==> config.mk <==
export PLATFORM = sky130hd
export DESIGN_NAME = tmw_timer
export DESIGN_NICKNAME = d
export VERILOG_FILES = /design/src/tmw_pkg.sv /design/src/tmw_timer.sv /design/src/tmw_wave_out.sv
export SDC_FILE = /design/constraint.sdc
export NUM_CORES = 1
export LEC_CHECK = 0
export ABC_AREA = 1
export CAP_MARGIN = 20
export CORE_UTILIZATION = 45
export CTS_BUF_LIST = sky130_fd_sc_hd__clkbuf_16
export CTS_CLUSTER_SIZE = 25
export DETAILED_ROUTE_END_ITERATION = 10
export DONT_BUFFER_PORTS = 1
export GPL_TIMING_DRIVEN = 0
export HOLD_SLACK_MARGIN = 0.03
export PLACE_DENSITY = 0.61
export SLEW_MARGIN = 25
export SYNTH_ARGS = -nofsm -noshare
export SYNTH_HDL_FRONTEND = slang
export SYNTH_SLANG_ARGS = --single-unit
==> constraint.sdc <==
create_clock -name mclk -period 3.1 [get_ports mclk]
set_clock_uncertainty 0.15 [all_clocks]
set_input_delay 0.62 -clock mclk [delete_from_list [all_inputs] [get_ports mclk]]
set_output_delay 0.62 -clock mclk [all_outputs]
set_load 0.01 [all_outputs]
==> src/tmw_pkg.sv <==
// Package: register map, field layout and mode codes of the waveform timer
package tmw_pkg;
  localparam logic [7:0] ADDR_CTRL_A = 8'h24;
  localparam logic [7:0] ADDR_CTRL_B = 8'h25;
  localparam logic [7:0] ADDR_COUNT = 8'h26;
  localparam logic [7:0] ADDR_CMP_A = 8'h27;
  localparam logic [7:0] ADDR_CMP_B = 8'h28;
  localparam logic [7:0] ADDR_FLAGS = 8'h15;
  localparam int CHA_MODE_POS = 6;
  localparam int CHB_MODE_POS = 4;
  localparam int GEN_LO_POS = 0;
  localparam int GEN_HI_POS = 3;
  localparam int OVF_POS = 0;
  localparam int MFA_POS = 1;
  localparam int MFB_POS = 2;
  localparam logic [7:0] CTRL_A_MASK = 8'hF3;
  localparam logic [7:0] CTRL_B_MASK = 8'h08;
  localparam logic [7:0] RESET_VAL = 8'h00;
  localparam logic [7:0] MAX_VAL = 8'hFF;
  localparam logic [7:0] BOTTOM_VAL = 8'h00;
  typedef enum logic [2:0] {
    TMW_NORMAL = 3'b000,
    TMW_PC_FF = 3'b001,
    TMW_CTC = 3'b010,
    TMW_FAST_FF = 3'b011,
    TMW_RSV4 = 3'b100,
    TMW_PC_CA = 3'b101,
    TMW_RSV6 = 3'b110,
    TMW_FAST_CA = 3'b111
  } tmw_mode_t;
  typedef enum logic [1:0] {
    TMW_OUT_OFF = 2'b00,
    TMW_OUT_TOG = 2'b01,
    TMW_OUT_CLR = 2'b10,
    TMW_OUT_SET = 2'b11
  } tmw_out_t;
endpackage

==> src/tmw_timer.sv <==
// Top: 8-bit timer with mode select, compare buffers and two wave outputs
//
// Decided for this implementation: the strobed register port.
`timescale 1ns/1ps
module tmw_timer (
  input wire logic mclk,
  input wire logic nrst,
  input wire logic clk_en,
  input wire logic timer_tick,
  input wire logic [7:0] addr,
  input wire logic [7:0] wdata,
  input wire logic wr_en,
  input wire logic rd_en,
  output logic [7:0] rdata,
  output logic wave_pin_a,
  output logic wave_pin_b,
  output logic pin_override_a,
  output logic pin_override_b,
  output logic overflow_flag,
  output logic match_flag_a,
  output logic match_flag_b
);
  import tmw_pkg::*;

  logic [7:0] waveform_control_a;
  logic wave_gen_sel_hi;
  logic [7:0] count_value;
  logic [7:0] compare_value_a;
  logic [7:0] compare_value_b;
  logic [7:0] cmp_buf_a;
  logic [7:0] cmp_buf_b;
  logic count_up;
  logic [2:0] wave_gen_sel;
  tmw_mode_t mode;
  logic is_fast;
  logic is_pc;
  logic is_valid;
  logic [7:0] top_val;
  logic at_top;
  logic at_bottom;
  logic match_a;
  logic match_b;
  logic step;
  logic count_wr;
  logic block_match;
  logic [7:0] next_count;
  logic next_up;
  logic upd_buf;
  logic ovf_ev;
  logic flag_wr;

  function automatic logic [7:0] mode_top(input tmw_mode_t m, input logic [7:0] ca);
    case (m)
      TMW_CTC, TMW_PC_CA, TMW_FAST_CA: mode_top = ca;
      default: mode_top = MAX_VAL;
    endcase
  endfunction

  ////////////////////////////////////////////////////////////////////////////
  // Mode decode
  assign wave_gen_sel = {wave_gen_sel_hi, waveform_control_a[GEN_LO_POS +: 2]};
  assign mode = tmw_mode_t'(wave_gen_sel);
  assign is_fast = mode == TMW_FAST_FF || mode == TMW_FAST_CA;
  assign is_pc = mode == TMW_PC_FF || mode == TMW_PC_CA;
  assign is_valid = mode != TMW_RSV4 && mode != TMW_RSV6;
  assign top_val = mode_top(mode, cmp_buf_a);
  assign at_top = count_value == top_val;
  assign at_bottom = count_value == BOTTOM_VAL;
  // Tick is an enable only; the counter never sees another clock
  assign step = clk_en && timer_tick && is_valid;
  assign count_wr = wr_en && addr == ADDR_COUNT;
  assign match_a = count_value == cmp_buf_a && !block_match;
  assign match_b = count_value == cmp_buf_b && !block_match;

  always_comb begin
    next_count = count_value + 8'h01;
    next_up = count_up;
    if (is_pc) begin
      if (count_up) begin
        if (at_top) begin
          next_count = count_value;
          next_up = 1'b0;
        end
      end else if (at_bottom) begin
        next_count = count_value + 8'h01;
        next_up = 1'b1;
      end else begin
        next_count = count_value - 8'h01;
      end
      if (count_up && at_top && top_val == BOTTOM_VAL) begin
        next_up = 1'b1;
      end
    end else if (at_top) begin
      next_count = BOTTOM_VAL;
      next_up = 1'b1;
    end
  end

  always_comb begin
    case (mode)
      TMW_PC_FF, TMW_PC_CA: upd_buf = at_top && !count_up;
      TMW_FAST_FF, TMW_FAST_CA: upd_buf = at_bottom;
      default: upd_buf = 1'b1;
    endcase
    case (mode)
      TMW_NORMAL, TMW_CTC, TMW_FAST_FF: ovf_ev = count_value == MAX_VAL;
      TMW_PC_FF, TMW_PC_CA: ovf_ev = at_bottom && !count_up;
      TMW_FAST_CA: ovf_ev = at_top;
      default: ovf_ev = 1'b0;
    endcase
  end

  ////////////////////////////////////////////////////////////////////////////
  // Counter and direction
  always_ff @(posedge mclk or negedge nrst) begin
    if (!nrst) begin
      count_value <= RESET_VAL;
      count_up <= 1'b1;
    end else if (clk_en) begin
      if (count_wr) begin
        count_value <= wdata;
      end else if (step) begin
        count_value <= next_count;
        count_up <= next_up;
      end
    end
  end

  // Write to the counter hides the compare on the following tick
  always_ff @(posedge mclk or negedge nrst) begin
    if (!nrst) begin
      block_match <= 1'b0;
    end else if (clk_en) begin
      if (count_wr) begin
        block_match <= 1'b1;
      end else if (step) begin
        block_match <= 1'b0;
      end
    end
  end

  ////////////////////////////////////////////////////////////////////////////
  // Registers
  always_ff @(posedge mclk or negedge nrst) begin
    if (!nrst) begin
      waveform_control_a <= RESET_VAL;
      wave_gen_sel_hi <= 1'b0;
      compare_value_a <= RESET_VAL;
      compare_value_b <= RESET_VAL;
    end else if (clk_en && wr_en) begin
      case (addr)
        ADDR_CTRL_A: waveform_control_a <= wdata & CTRL_A_MASK;
        ADDR_CTRL_B: wave_gen_sel_hi <= wdata[GEN_HI_POS];
        ADDR_CMP_A: compare_value_a <= wdata;
        ADDR_CMP_B: compare_value_b <= wdata;
        default: ;
      endcase
    end
  end

  // Double buffer: PWM modes load only at the mode's update point
  always_ff @(posedge mclk or negedge nrst) begin
    if (!nrst) begin
      cmp_buf_a <= RESET_VAL;
      cmp_buf_b <= RESET_VAL;
    end else if (clk_en) begin
      if (!(is_fast || is_pc) || (step && upd_buf)) begin
        cmp_buf_a <= compare_value_a;
        cmp_buf_b <= compare_value_b;
      end
    end
  end

  // Flags: write one clears, a same-cycle event wins
  assign flag_wr = wr_en && addr == ADDR_FLAGS;
  always_ff @(posedge mclk or negedge nrst) begin
    if (!nrst) begin
      overflow_flag <= 1'b0;
      match_flag_a <= 1'b0;
      match_flag_b <= 1'b0;
    end else if (clk_en) begin
      if (step && ovf_ev) begin
        overflow_flag <= 1'b1;
      end else if (flag_wr && wdata[OVF_POS]) begin
        overflow_flag <= 1'b0;
      end
      if (step && match_a) begin
        match_flag_a <= 1'b1;
      end else if (flag_wr && wdata[MFA_POS]) begin
        match_flag_a <= 1'b0;
      end
      if (step && match_b) begin
        match_flag_b <= 1'b1;
      end else if (flag_wr && wdata[MFB_POS]) begin
        match_flag_b <= 1'b0;
      end
    end
  end

  always_ff @(posedge mclk or negedge nrst) begin
    if (!nrst) begin
      rdata <= RESET_VAL;
    end else if (clk_en) begin
      rdata <= RESET_VAL;
      if (rd_en) begin
        case (addr)
          ADDR_CTRL_A: rdata <= waveform_control_a;
          ADDR_CTRL_B: rdata <= {4'h0, wave_gen_sel_hi, 3'h0};
          ADDR_COUNT: rdata <= count_value;
          ADDR_CMP_A: rdata <= compare_value_a;
          ADDR_CMP_B: rdata <= compare_value_b;
          ADDR_FLAGS: rdata <= {5'h0, match_flag_b, match_flag_a, overflow_flag};
          default: rdata <= RESET_VAL;
        endcase
      end
    end
  end

  ////////////////////////////////////////////////////////////////////////////
  // Output channels; B never gets the toggle option in PWM modes
  tmw_wave_out u_out_a (
    .mclk(mclk),
    .nrst(nrst),
    .clk_en(clk_en),
    .tick(step),
    .out_mode(waveform_control_a[CHA_MODE_POS +: 2]),
    .tog_allowed(wave_gen_sel_hi),
    .is_fast(is_fast),
    .is_pc(is_pc),
    .is_valid(is_valid),
    .match(match_a),
    .cmp_is_top(cmp_buf_a == top_val),
    .at_bottom(at_bottom),
    .at_top(at_top),
    .count_up(count_up),
    .wave_pin(wave_pin_a),
    .pin_override(pin_override_a)
  );

  tmw_wave_out u_out_b (
    .mclk(mclk),
    .nrst(nrst),
    .clk_en(clk_en),
    .tick(step),
    .out_mode(waveform_control_a[CHB_MODE_POS +: 2]),
    .tog_allowed(1'b0),
    .is_fast(is_fast),
    .is_pc(is_pc),
    .is_valid(is_valid),
    .match(match_b),
    .cmp_is_top(cmp_buf_b == top_val),
    .at_bottom(at_bottom),
    .at_top(at_top),
    .count_up(count_up),
    .wave_pin(wave_pin_b),
    .pin_override(pin_override_b)
  );

  ////////////////////////////////////////////////////////////////////////////
  a_ctrl_rsv_zero: assert property (@(posedge mclk) disable iff (!nrst)
    waveform_control_a[3:2] == 2'b00) else $error("reserved control bits set");
  a_fast_wrap: assert property (@(posedge mclk) disable iff (!nrst)
    (clk_en && step && is_fast && at_top && !count_wr) |=> count_value == BOTTOM_VAL)
    else $error("fast pwm did not wrap");
  a_pc_hold_top: assert property (@(posedge mclk) disable iff (!nrst)
    (clk_en && step && is_pc && count_up && at_top && top_val != 8'h00 && !count_wr)
    |=> (count_value == $past(count_value) && !count_up))
    else $error("phase correct top not held");
  a_pc_down: assert property (@(posedge mclk) disable iff (!nrst)
    (clk_en && step && is_pc && !count_up && !at_bottom && !count_wr)
    |=> count_value == $past(count_value) - 8'h01) else $error("down count wrong");
  a_no_tick_hold: assert property (@(posedge mclk) disable iff (!nrst)
    (!step && !count_wr) |=> $stable(count_value)) else $error("count moved without tick");
  a_rsv_no_drive: assert property (@(posedge mclk) disable iff (!nrst)
    !is_valid |-> (!pin_override_a && !pin_override_b)) else $error("reserved mode drives");
  a_b_rsv_pwm: assert property (@(posedge mclk) disable iff (!nrst)
    ((is_fast || is_pc) && waveform_control_a[5:4] == 2'b01) |-> !pin_override_b)
    else $error("channel b reserved value drives");
  a_ovf_normal: assert property (@(posedge mclk) disable iff (!nrst)
    (clk_en && step && mode == TMW_NORMAL && count_value == MAX_VAL) |=> overflow_flag)
    else $error("overflow not flagged");
  a_fast_bottom_set: assert property (@(posedge mclk) disable iff (!nrst)
    (clk_en && step && is_fast && at_bottom && waveform_control_a[7:6] == 2'b10)
    |=> wave_pin_a) else $error("fast pwm a not set at bottom");
endmodule

==> src/tmw_wave_out.sv <==
// One compare output channel: waveform register and pin override
`timescale 1ns/1ps
module tmw_wave_out (
  input wire logic mclk,
  input wire logic nrst,
  input wire logic clk_en,
  input wire logic tick,
  input wire logic [1:0] out_mode,
  input wire logic tog_allowed,
  input wire logic is_fast,
  input wire logic is_pc,
  input wire logic is_valid,
  input wire logic match,
  input wire logic cmp_is_top,
  input wire logic at_bottom,
  input wire logic at_top,
  input wire logic count_up,
  output logic wave_pin,
  output logic pin_override
);
  import tmw_pkg::*;

  logic wave;
  logic tog_ok;
  logic act_ok;
  logic pwm;
  logic special;

  assign tog_ok = out_mode == TMW_OUT_TOG && (!(is_fast || is_pc) || tog_allowed);
  // Reserved modes and reserved field values keep the port function
  assign act_ok = is_valid && (tog_ok || out_mode[1]);
  assign pin_override = act_ok;
  assign pwm = is_fast || is_pc;
  assign special = pwm && out_mode[1] && cmp_is_top;
  assign wave_pin = wave;

  ////////////////////////////////////////////////////////////////////////////
  always_ff @(posedge mclk or negedge nrst) begin
    if (!nrst) begin
      wave <= 1'b0;
    end else if (clk_en && tick && act_ok) begin
      if (tog_ok) begin
        if (match) begin
          wave <= !wave;
        end
      end else if (!pwm) begin
        if (match) begin
          wave <= out_mode[0];
        end
      end else if (is_fast) begin
        // Top-equal compare gives constant level, no glitch at top
        if (at_bottom) begin
          wave <= !out_mode[0];
        end else if (match && !special) begin
          wave <= out_mode[0];
        end
      end else begin
        if (special) begin
          if (at_top) begin
            wave <= out_mode[0];
          end
        end else if (match) begin
          wave <= count_up ? out_mode[0] : !out_mode[0];
        end
      end
    end
  end
endmodule
==> flow_metrics.env, run 1 <==
export IMPL_layout_drive_gt1_share_pct=10.23
export IMPL_grt_max_degree=63
export IMPL_p_per_area_nw_per_um2=584.8
export IMPL_antenna_cells=0
export IMPL_synth_nets=578
export IMPL_relSlewSlack_pct=48.44
export IMPL_dp_hpwl_um=9786
export IMPL_dp_cells=661
export IMPL_critPathLaunch="count_value[1]"
export IMPL_rsz0062_at_grt="no"
export IMPL_p_leak_nw=2.126
export IMPL_antenna_found_initial=1
export IMPL_num_fill_cells=913
export IMPL_hold_ws_ns=-0.001974
export IMPL_synth_edf_count=0
export IMPL_grt_usage_pct=28.53
export IMPL_final_cells=675
export IMPL_nNetsFinal=590
export IMPL_fin_setup_tns_ns=0
export IMPL_routed_wirelength_um=12790
export IMPL_ios=37
export IMPL_ys_async_sr_fraction_pct=100.0
export IMPL_vias=3939
export IMPL_ys_ff_latch=62
export IMPL_portBuffers=0
export IMPL_wl_met1_um=5654
export IMPL_core_area_um2=8763
export IMPL_cp_cell_sequence="inv_1 > ha_1 > nand3_1 > or2_1 > nand2_1 > inv_1 > o21ai_0 > nand3_4 > buf_6 > nor2_1 > a21oi_2"
export IMPL_max_cap_viol_count=0
export IMPL_cts_tree="yes"
export IMPL_drt_first_pass_iters=5
export IMPL_grt_pass1_wl_um=20590
export IMPL_crit_arrival_ns=2.62
export IMPL_cts_resized=0
export IMPL_cpMostUsedCell="inv_1"
export IMPL_violations="hold timing"
export IMPL_floorplan_initialDensity_pct=46.52
export IMPL_dr_wl_met3_um=989
export IMPL_run_status="complete, but fails checks"
export IMPL_cts_buffers=9
export IMPL_route_detailed_drc=0
export IMPL_worstSetupEndpointType="flip-flop"
export IMPL_avgSynthCellArea_um2=7.371
export IMPL_synthCells=553
export IMPL_drt_iter0_drc=242
export IMPL_drv_slew=0
export IMPL_ys_flop_type="dfrtp_1"
export IMPL_final_period_utilization_pct=82.58
export IMPL_min_period_ns=2.560
export IMPL_worst_slew_pin_slew_ns=0.7705
export IMPL_synthDistinctLibCells=45
export IMPL_final_antenna_net_count=0
export IMPL_cp_required_ns=3.16
export IMPL_wl_per_cell_um=18.94
export IMPL_syn_to_final_growth_pct=10.53
export IMPL_clock_sinks=62
export IMPL_ir_worst_vdd_mv=0.2326
export IMPL_fp_dieH_um=97.18
export IMPL_clk_path_buf_depth=2
export IMPL_cts_setup_buffers=0
export IMPL_max_freq_ghz=0.3906
export IMPL_htreeDepth=3
export IMPL_clk_pin_slew_ns=0.05
export IMPL_dieArea_um2=9443
export IMPL_hold_viol=2
export IMPL_gr_total_overflow=0
export IMPL_critical_path_class="flip-flop to flip-flop"
export IMPL_yosysWarnings=0
export IMPL_cp_max_fo=10
export IMPL_ff2ff_path_depth=11
export IMPL_gp_congestion=1.014
export IMPL_setup_violations=0
export IMPL_synth_area_um2=4076
export IMPL_viasPerCell=5.836
export IMPL_rows=34
export IMPL_seq_area_frac_synth_pct=38.09
export IMPL_hp_class="input port to async pin"
export IMPL_cp_slowest_cell="dfrtp_1"
export IMPL_grt_pass1_vias=3813
export IMPL_top_layer_used="met5"
export IMPL_root_buffer="clkbuf_16"
export IMPL_startpoint_type="flip-flop"
export IMPL_worstSkewPairLatency_ns=0.33
export IMPL_wl_met2_um=5880
export IMPL_max_stage_delay_ns=0.45
export IMPL_r2r_start="count_value[1]"
export IMPL_die_w_um=97.18
synth_stat cells, drive strengths merged (2+ instances only):
cell type | n | area, um2
clkbuf | 4 | 15.01
nor3 | 9 | 45.04
nand2 | 129 | 521.8
or2 | 2 | 12.52
nand4 | 9 | 56.30
inv | 77 | 296.5
xor2 | 14 | 122.6
a22o | 3 | 26.28
o2111ai | 4 | 35.03
buf | 10 | 83.83
o22ai | 10 | 62.56
a21oi | 23 | 145.1
xnor2 | 5 | 43.79
a211oi | 2 | 15.01
a221oi | 3 | 26.28
nand3 | 56 | 305.3
ha | 3 | 37.54
o211ai | 6 | 45.04
nor4 | 2 | 18.77
o21ai | 67 | 380.4
nor2 | 47 | 188.9
dfrtp | 61 | 1526
metal layers:
layer	GRT usage [%]	vias to the layer above
li1	-	1869
met2	44.31	124
met1	38.57	1919
met3	7.266	25
met5	0	-
met4	9.989	2
flip-flops by register name (all words and copies together), names as in the netlist:
register            flops
block_match             1
cmp_buf_a               8
cmp_buf_b               8
compare_value_a         8
compare_value_b         8
count_up                1
count_value             8
match_flag_a            1
match_flag_b            1
overflow_flag           1
rdata                   8
u_out_a.wave_pin        1
u_out_b.wave_pin        1
wave_gen_sel_hi         1
waveform_control_a      6
final timing paths:
kind / endpoint / slack, ns
max: cmp_buf_a[4] / 0.54
min: count_value[2] / -0.002
max reg2reg: cmp_buf_a[4] / 0.54
min reg2reg: compare_value_a[5] / 0.38
max in group asynchronous: count_up / 2.47
min in group mclk: compare_value_b[3] / 0.26
repair_timing:
action                                  4_1_cts  5_1_grt
endpoints found under the setup margin        0        0
hold buffers                                  1        0
hold endpoints to repair                     62        0
final cells by class:
cell class	instances	area, um2	area share, %
flip-flops and latches	62	1553	34.46
clock inverters	4	41.29	0.9164
repair buffers	1	27.53	0.6109
inverters	78	300.3	6.665
plain buffers	14	98.84	2.194
well taps	108	135.1	2.999
multi-input cells	399	2125	47.15
clock buffers	9	225.2	4.999
power breakdown:
part	switching [W]	leakage, nW	internal [W]
logic	0.000485	1.24	0.000253
registers	0.0000703	0.761	0.000879
clock network	0.000348	0.130	0.000600
total	0.000903	2.13	0.00173
cells by family after synthesis:
group | count (synthesis) | share of synthesized area, %
xor+xnor | 19 | 4.082
compound gates | 121 | 18.60
fa+ha+maj | 3 | 0.9209
simple gates | 256 | 28.51
buf+inv | 92 | 9.791
flops | 62 | 38.09
worst max-delay path: cells and delay by family, from the launching register on:
kind	cells	cell delay, ns
compound gates	2	0.33
fa+ha+maj	1	0.21
simple gates	5	0.75
buf+inv	3	0.54
flops	1	0.45
through the flow:
step | util (%) | hold slack (ns) | total power (W) | worst slack, ns | area, um2
6_report | 51.41 | -0.001974 | 0.002635 | 0.5400 | 4506
3_5_place_dp | 48.06 | 0.1764 | 0.001670 | 0.4695 | 4212
2_1_floorplan | - | 0.1744 | 0.001485 | 0.9593 | 4076
4_1_cts | 51.41 | 0.03090 | 0.002633 | 0.5469 | 4506
3_3_place_gp | 48.06 | 0.1764 | 0.001663 | 0.4761 | 4212
5_1_grt | 51.41 | 0.03300 | 0.002761 | 0.3655 | 4506
placed cells by master, fill, tap and decap left out, types with 3 or more instances in the layout:
cell type and count:
nor2_1 44, nand2_1 122, xnor2_1 5, o211ai_1 6, nand3_1 54, o21ai_0 50
o21ai_1 7, dfrtp_1 61, buf_2 4, a21oi_2 8, o2111ai_1 4, clkbuf_1 4
o22ai_1 10, ha_1 3, buf_6 5, inv_1 73, nand2_2 3, nand2_4 4
nor3_1 9, a221oi_1 3, a21oi_1 15, clkbuf_16 9, o21ai_2 9, a22o_1 3
xor2_1 14, nand4_1 9, clkinv_1 4
Note: power is estimated with default switching activity, not from simulation.
==> inputs of run 2 (changes only) <==
--- a/config.mk
+++ b/config.mk
@@ -14,7 +14,7 @@
 export DONT_BUFFER_PORTS = 1
 export GPL_TIMING_DRIVEN = 0
 export HOLD_SLACK_MARGIN = 0.03
-export PLACE_DENSITY = 0.61
+export PLACE_DENSITY = 0.63
 export SLEW_MARGIN = 25
 export SYNTH_ARGS = -nofsm -noshare
 export SYNTH_HDL_FRONTEND = slang
==> constraint.sdc (replaced) <==
create_clock -name mclk -period 2.2 [get_ports mclk]
set_clock_uncertainty 0.15 [all_clocks]
set_input_delay 0.44 -clock mclk [delete_from_list [all_inputs] [get_ports mclk]]
set_output_delay 0.44 -clock mclk [all_outputs]
set_load 0.01 [all_outputs]
==> run 2 against run 1 <==
The flow finishes with violations (setup timing); flip-flop and latch count did not move; count of clock-buffer cells in the layout did not move; final cell count rose by 2.4%; core utilization rose by 3.3 points; worst hold slack improved by 0.084 ns; sequential power rose by 43%; combinational power rose by 56%; register-to-register slack got worse by 0.55 ns; clock power rose by 47%; largest power group is now the clock network; setup slack got worse by 0.55 ns; sequential share of layout area fell by 2.0 points.
==> flow_metrics.env, run 2 (synthesis gave the netlist of run 1 again) <==
export IMPL_cts_buffers=9
export IMPL_ff2ff_path_depth=14
export IMPL_ir_worst_vdd_mv=0.5182
export IMPL_final_period_utilization_pct=100.5
export IMPL_critical_path_class="flip-flop to flip-flop"
export IMPL_rsz0062_at_grt="yes"
export IMPL_wl_per_cell_um=19.26
export IMPL_drv_slew=0
export IMPL_final_antenna_net_count=0
export IMPL_fin_setup_tns_ns=-0.03457
export IMPL_routed_wirelength_um=13310
export IMPL_cp_required_ns=2.27
export IMPL_grt_max_degree=63
export IMPL_clk_pin_slew_ns=0.06
export IMPL_grt_usage_pct=29.00
export IMPL_hold_ws_ns=0.08163
export IMPL_core_area_um2=8763
export IMPL_hold_path_depth=2
export IMPL_min_period_ns=2.211
export IMPL_final_util_pct=54.70
export IMPL_p_per_area_nw_per_um2=811.3
export IMPL_worstSkewPairLatency_ns=0.33
export IMPL_grt_pass1_vias=3821
export IMPL_viasPerCell=5.779
export IMPL_drt_iter0_drc=360
export IMPL_fp_dieH_um=97.18
export IMPL_antenna_found_initial=0
export IMPL_clk_path_buf_depth=2
export IMPL_antenna_cells=0
export IMPL_gr_total_overflow=0
export IMPL_worst_slew_pin_slew_ns=0.7769
export IMPL_vias=3993
export IMPL_place_ws_ns=-0.3155
export IMPL_syn_to_final_growth_pct=17.59
export IMPL_floorplan_initialDensity_pct=46.52
export IMPL_gp_congestion=0.9254
export IMPL_crit_arrival_ns=2.28
export IMPL_cts_tree="yes"
export IMPL_violations="setup timing"
export IMPL_placed_area_um2=4212
export IMPL_mostFrequentLayoutCell="nand2_1"
export IMPL_final_cell_mix="nand2_1, inv_1, dfrtp_1"
export IMPL_ios=37
export IMPL_dieArea_um2=9443
export IMPL_run_status="complete, but fails checks"
export IMPL_setup_violations=5
export IMPL_hp_class="input port to flip-flop"
export IMPL_worstSetupEndpointType="flip-flop"
export IMPL_htreeDepth=3
export IMPL_startpoint_type="flip-flop"
export IMPL_stdcell_area_um2=4793
export IMPL_die_w_um=97.18
export IMPL_cp_max_fo=10
export IMPL_dp_hpwl_um=9877
export IMPL_p_leak_nw=2.219
export IMPL_fin_ws_ns=-0.01089
export IMPL_relSlewSlack_pct=47.81
export IMPL_nNetsFinal=604
export IMPL_max_freq_ghz=0.4523
export IMPL_layout_drive_gt1_share_pct=18.52
export IMPL_portBuffers=0
export IMPL_clock_sinks=62
export IMPL_grt_pass1_wl_um=20800
export IMPL_drt_first_pass_iters=4
export IMPL_max_cap_viol_count=0
export IMPL_rows=34
export IMPL_hold_viol=0
export IMPL_root_buffer="clkbuf_16"
export IMPL_route_detailed_drc=0
==> run 2: changes by cell type in the layout (fill, tap and decap cells not counted), moves of 4 or more <==
cell,delta
buf_4,+12
inv_1,-6
nand2_1,-5
nor2_1,-7
nor2_2,+4
o21ai_0,-6
o21ai_1,+5
==> run 2: final timing paths <==
kind,start,slack [ns],end
worst max-delay path,waveform_control_a[0],-0.01,cmp_buf_a[1]
worst min-delay path,wdata[3],0.08,wave_gen_sel_hi
worst max register to register,waveform_control_a[0],-0.01,cmp_buf_a[1]
worst min register to register,count_up,0.36,count_up
max in group asynchronous,nrst,1.08,count_up
min in group asynchronous,nrst,0.52,count_value[3]
==> run 2: through the flow <==
stage / power, W / std cells
finish: 0.003889 / 691
global route: 0.004073 / 691
CTS: 0.003783 / 684
detailed placement: 0.002350 / 661
global placement: 0.002340 / 661
floorplan: 0.002092 / 553
==> run 2: per-layer routing <==
layer	wire length, um	part of all wire, %	track usage [%]
met5	0	0	0
met3	971	7.3	4.892
met1	5871	44	39.87
met2	6240	47	45.99
met4	226	1.7	10.45
==> run 2: where the power goes <==
group          internal (W)  switching (W)
Sequential          0.00124       0.000115
Combinational      0.000421       0.000725
Clock              0.000858       0.000528
Total               0.00252        0.00137
==> run 2: timing repair <==
action,in CTS,in global routing
pin swaps,3,9
hold endpoints to repair,62,0
hold buffers,2,0
resized for setup,17,40
setup endpoints to repair,27,28
gates cloned,0,1
setup buffers,6,6
==> run 2: critical path, cell delays in order (launching register included) <==
cell	delay, ns
dfrtp_1	0.35
buf_6	0.15
inv_8	0.06
nand3_4	0.09
nand2_8	0.08
buf_8	0.14
o21ai_2	0.12
nand2_2	0.08
nor2_4	0.14
nand2_4	0.09
o21ai_4	0.15
nand3_4	0.15
buf_6	0.18
nor2_1	0.12
a21oi_2	0.04
==> run 2: final cells by class <==
type,instances,area (um2)
Clock buffer,9,225.2
Buffer,14,107.6
Multi-Input combinational cell,399,2241
Sequential cell,62,1556
Clock inverter,6,55.05
Inverter,78,320.3
Fill cell,832,3970
Tap cell,108,135.1
Timing Repair Buffer,15,152.6
==> inputs of run 3 (changes only) <==
--- a/config.mk
+++ b/config.mk
@@ -9,12 +9,13 @@
 export CAP_MARGIN = 20
 export CORE_UTILIZATION = 45
 export CTS_BUF_LIST = sky130_fd_sc_hd__clkbuf_16
-export CTS_CLUSTER_SIZE = 25
+export CTS_CLUSTER_SIZE = 16
 export DETAILED_ROUTE_END_ITERATION = 10
 export DONT_BUFFER_PORTS = 1
 export GPL_TIMING_DRIVEN = 0
 export HOLD_SLACK_MARGIN = 0.03
 export PLACE_DENSITY = 0.63
+export SETUP_SLACK_MARGIN = 0.2
 export SLEW_MARGIN = 25
 export SYNTH_ARGS = -nofsm -noshare
 export SYNTH_HDL_FRONTEND = slang
==> run 3 against run 2 <==
The run ends with hold timing left; setup slack improved by 0.048 ns; worst hold slack got worse by 0.43 ns; highest routed layer unchanged; clock power rose by 9%; first-iteration DRC count rose by 15%; combinational power barely moved.
==> flow_metrics.env, run 3 (synthesis gave the netlist of run 1 again) <==
export IMPL_hold_ws_ns=-0.3469
export IMPL_grt_pass1_wl_um=20900
export IMPL_cts_tree="yes"
export IMPL_final_period_utilization_pct=98.32
export IMPL_fp_dieH_um=97.18
export IMPL_critical_path_class="flip-flop to flip-flop"
export IMPL_hp_class="input port to async pin"
export IMPL_cp_max_fo=4
export IMPL_clk_path_buf_depth=2
export IMPL_layout_drive_gt1_share_pct=22.02
export IMPL_critPathLaunch="count_value[1]"
export IMPL_floorplan_initialDensity_pct=46.52
export IMPL_clk_pin_slew_ns=0.06
export IMPL_final_antenna_net_count=0
export IMPL_worst_slew_pin_slew_ns=0.5034
export IMPL_grt_pass1_vias=3899
export IMPL_die_w_um=97.18
export IMPL_worstSetupEndpointType="flip-flop"
export IMPL_root_buffer="clkbuf_16"
export IMPL_final_cell_mix="nand2_1, inv_1, dfrtp_1"
export IMPL_worstSkewPairLatency_ns=0.33
export IMPL_viasPerCell=5.758
export IMPL_multi_input_area_um2=2276
export IMPL_htreeDepth=3
export IMPL_mostFrequentLayoutCell="nand2_1"
export IMPL_violations="hold timing"
export IMPL_r2r_start="count_value[1]"
export IMPL_run_status="complete, but fails checks"
export IMPL_dp_hpwl_um=9660
export IMPL_min_period_ns=2.163
export IMPL_portBuffers=0
export IMPL_grt_usage_pct=28.92
export IMPL_gp_congestion=0.9780
export IMPL_ir_worst_vdd_mv=0.3471
export IMPL_setup_violations=0
export IMPL_drt_first_pass_iters=5
export IMPL_antenna_found_initial=0
export IMPL_max_freq_ghz=0.4623
export IMPL_drt_iter0_drc=414
export IMPL_seqCellArea_um2=1558
export IMPL_max_cap_viol_count=0
export IMPL_relSlewSlack_pct=66.15
export IMPL_rsz0062_at_grt="yes"
export IMPL_p_leak_nw=2.296
export IMPL_cp_cell_sequence="buf_4 > buf_4 > ha_1 > nand3_1 > nor2_1 > nand2_1 > nor3_1 > o31ai_1 > nand2_1"
export IMPL_drv_slew=0
export IMPL_startpoint_type="flip-flop"
export IMPL_nNetsFinal=615
export IMPL_cp_slowest_cell="o31ai_1"
export IMPL_max_stage_delay_ns=0.48
export IMPL_grt_max_degree=63
export IMPL_crit_arrival_ns=2.21
export IMPL_clock_sinks=62
export IMPL_power_w=0.004032
export IMPL_stdcell_area_um2=4915
export IMPL_ff2ff_path_depth=9
export IMPL_ios=37
export IMPL_gr_total_overflow=0
export IMPL_wl_per_cell_um=18.75
export IMPL_route_detailed_drc=0
export IMPL_placed_area_um2=4217
export IMPL_reg2reg_slack_ns=0.04
export IMPL_routed_wirelength_um=13180
export IMPL_cts_buffers=9
export IMPL_core_area_um2=8763
export IMPL_vias=4048
export IMPL_antenna_cells=0
export IMPL_syn_to_final_growth_pct=20.56
export IMPL_cp_required_ns=2.24
export IMPL_rows=34
export IMPL_dieArea_um2=9443
export IMPL_p_per_area_nw_per_um2=820.4
export IMPL_num_fill_cells=832
export IMPL_hold_viol=62
export IMPL_rr_endpoint="overflow_flag"
==> run 3: worst max-delay path, delay by kind of cell (launching register included) <==
family | cells | cell delay, ns
AO/OA/AOI/OAI | 1 | 0.48
adder cells (fa/ha/maj) | 1 | 0.21
buffers and inverters | 2 | 0.28
flip-flops | 1 | 0.45
AND/OR/NAND/NOR | 5 | 0.46
==> run 3: what timing repair did <==
| item | 4_1_cts | 5_1_grt |
|---|---|---|
| gates cloned | 2 | 0 |
| setup buffers | 16 | 8 |
| pin swaps | 7 | 14 |
| setup endpoints to repair | 29 | 44 |
| resized for setup | 34 | 38 |
| hold endpoints to repair | 62 | 62 |
==> run 3: how the worst max path moves through the flow <==
| stage | to | slack (ns) |
|---|---|---|
| after floorplan | cmp_buf_a[6] | 0.21 |
| after global placement | overflow_flag | -0.19 |
| after detailed placement | count_value[1] | -0.20 |
| after CTS | cmp_buf_a[1] | 0.007 |
| after global routing | cmp_buf_a[1] | -0.05 |
| final | overflow_flag | 0.04 |
==> run 3: metal layers <==
layer,routed length [um],up-vias,track usage [%],part of all wire [%]
met5,0,-,0,0
met4,385,0,9.185,2.9
met3,896,30,5.683,6.8
met2,6173,144,46.37,47
met1,5724,1957,39.33,43
li1,-,1917,-,-
==> run 3: area by class of cell <==
class / count / area share (%)
repair buffers: 25 / 3.895
multi-input cells: 399 / 46.31
repair inverters: 1 / 0.1273
inverters: 78 / 6.517
clock buffers: 9 / 4.582
flip-flops and latches: 62 / 31.70
well taps: 108 / 2.750
clock inverters: 7 / 1.808
plain buffers: 14 / 2.317
==> run 3: where the power goes <==
group          internal [W]  switching, W  leakage, nW
clock              0.000985      0.000537        0.155
sequential          0.00124      0.000108        0.756
combinational      0.000438      0.000721         1.38
==> run 3: through the flow <==
stage / hold WS, ns / std cells / util (%) / setup TNS [ns] / setup slack (ns)
2_1_floorplan: -0.005591 / 553 / - / 0 / 0.2058
6_report: -0.3469 / 703 / 56.08 / 0 / 0.03696
3_5_place_dp: -0.003043 / 661 / 48.12 / -3.342 / -0.2034
4_1_cts: -0.3550 / 695 / 54.17 / 0 / 0.007105
3_3_place_gp: -0.003080 / 661 / 48.12 / -2.647 / -0.1876
5_1_grt: -0.3598 / 703 / 56.08 / -0.3154 / -0.04882
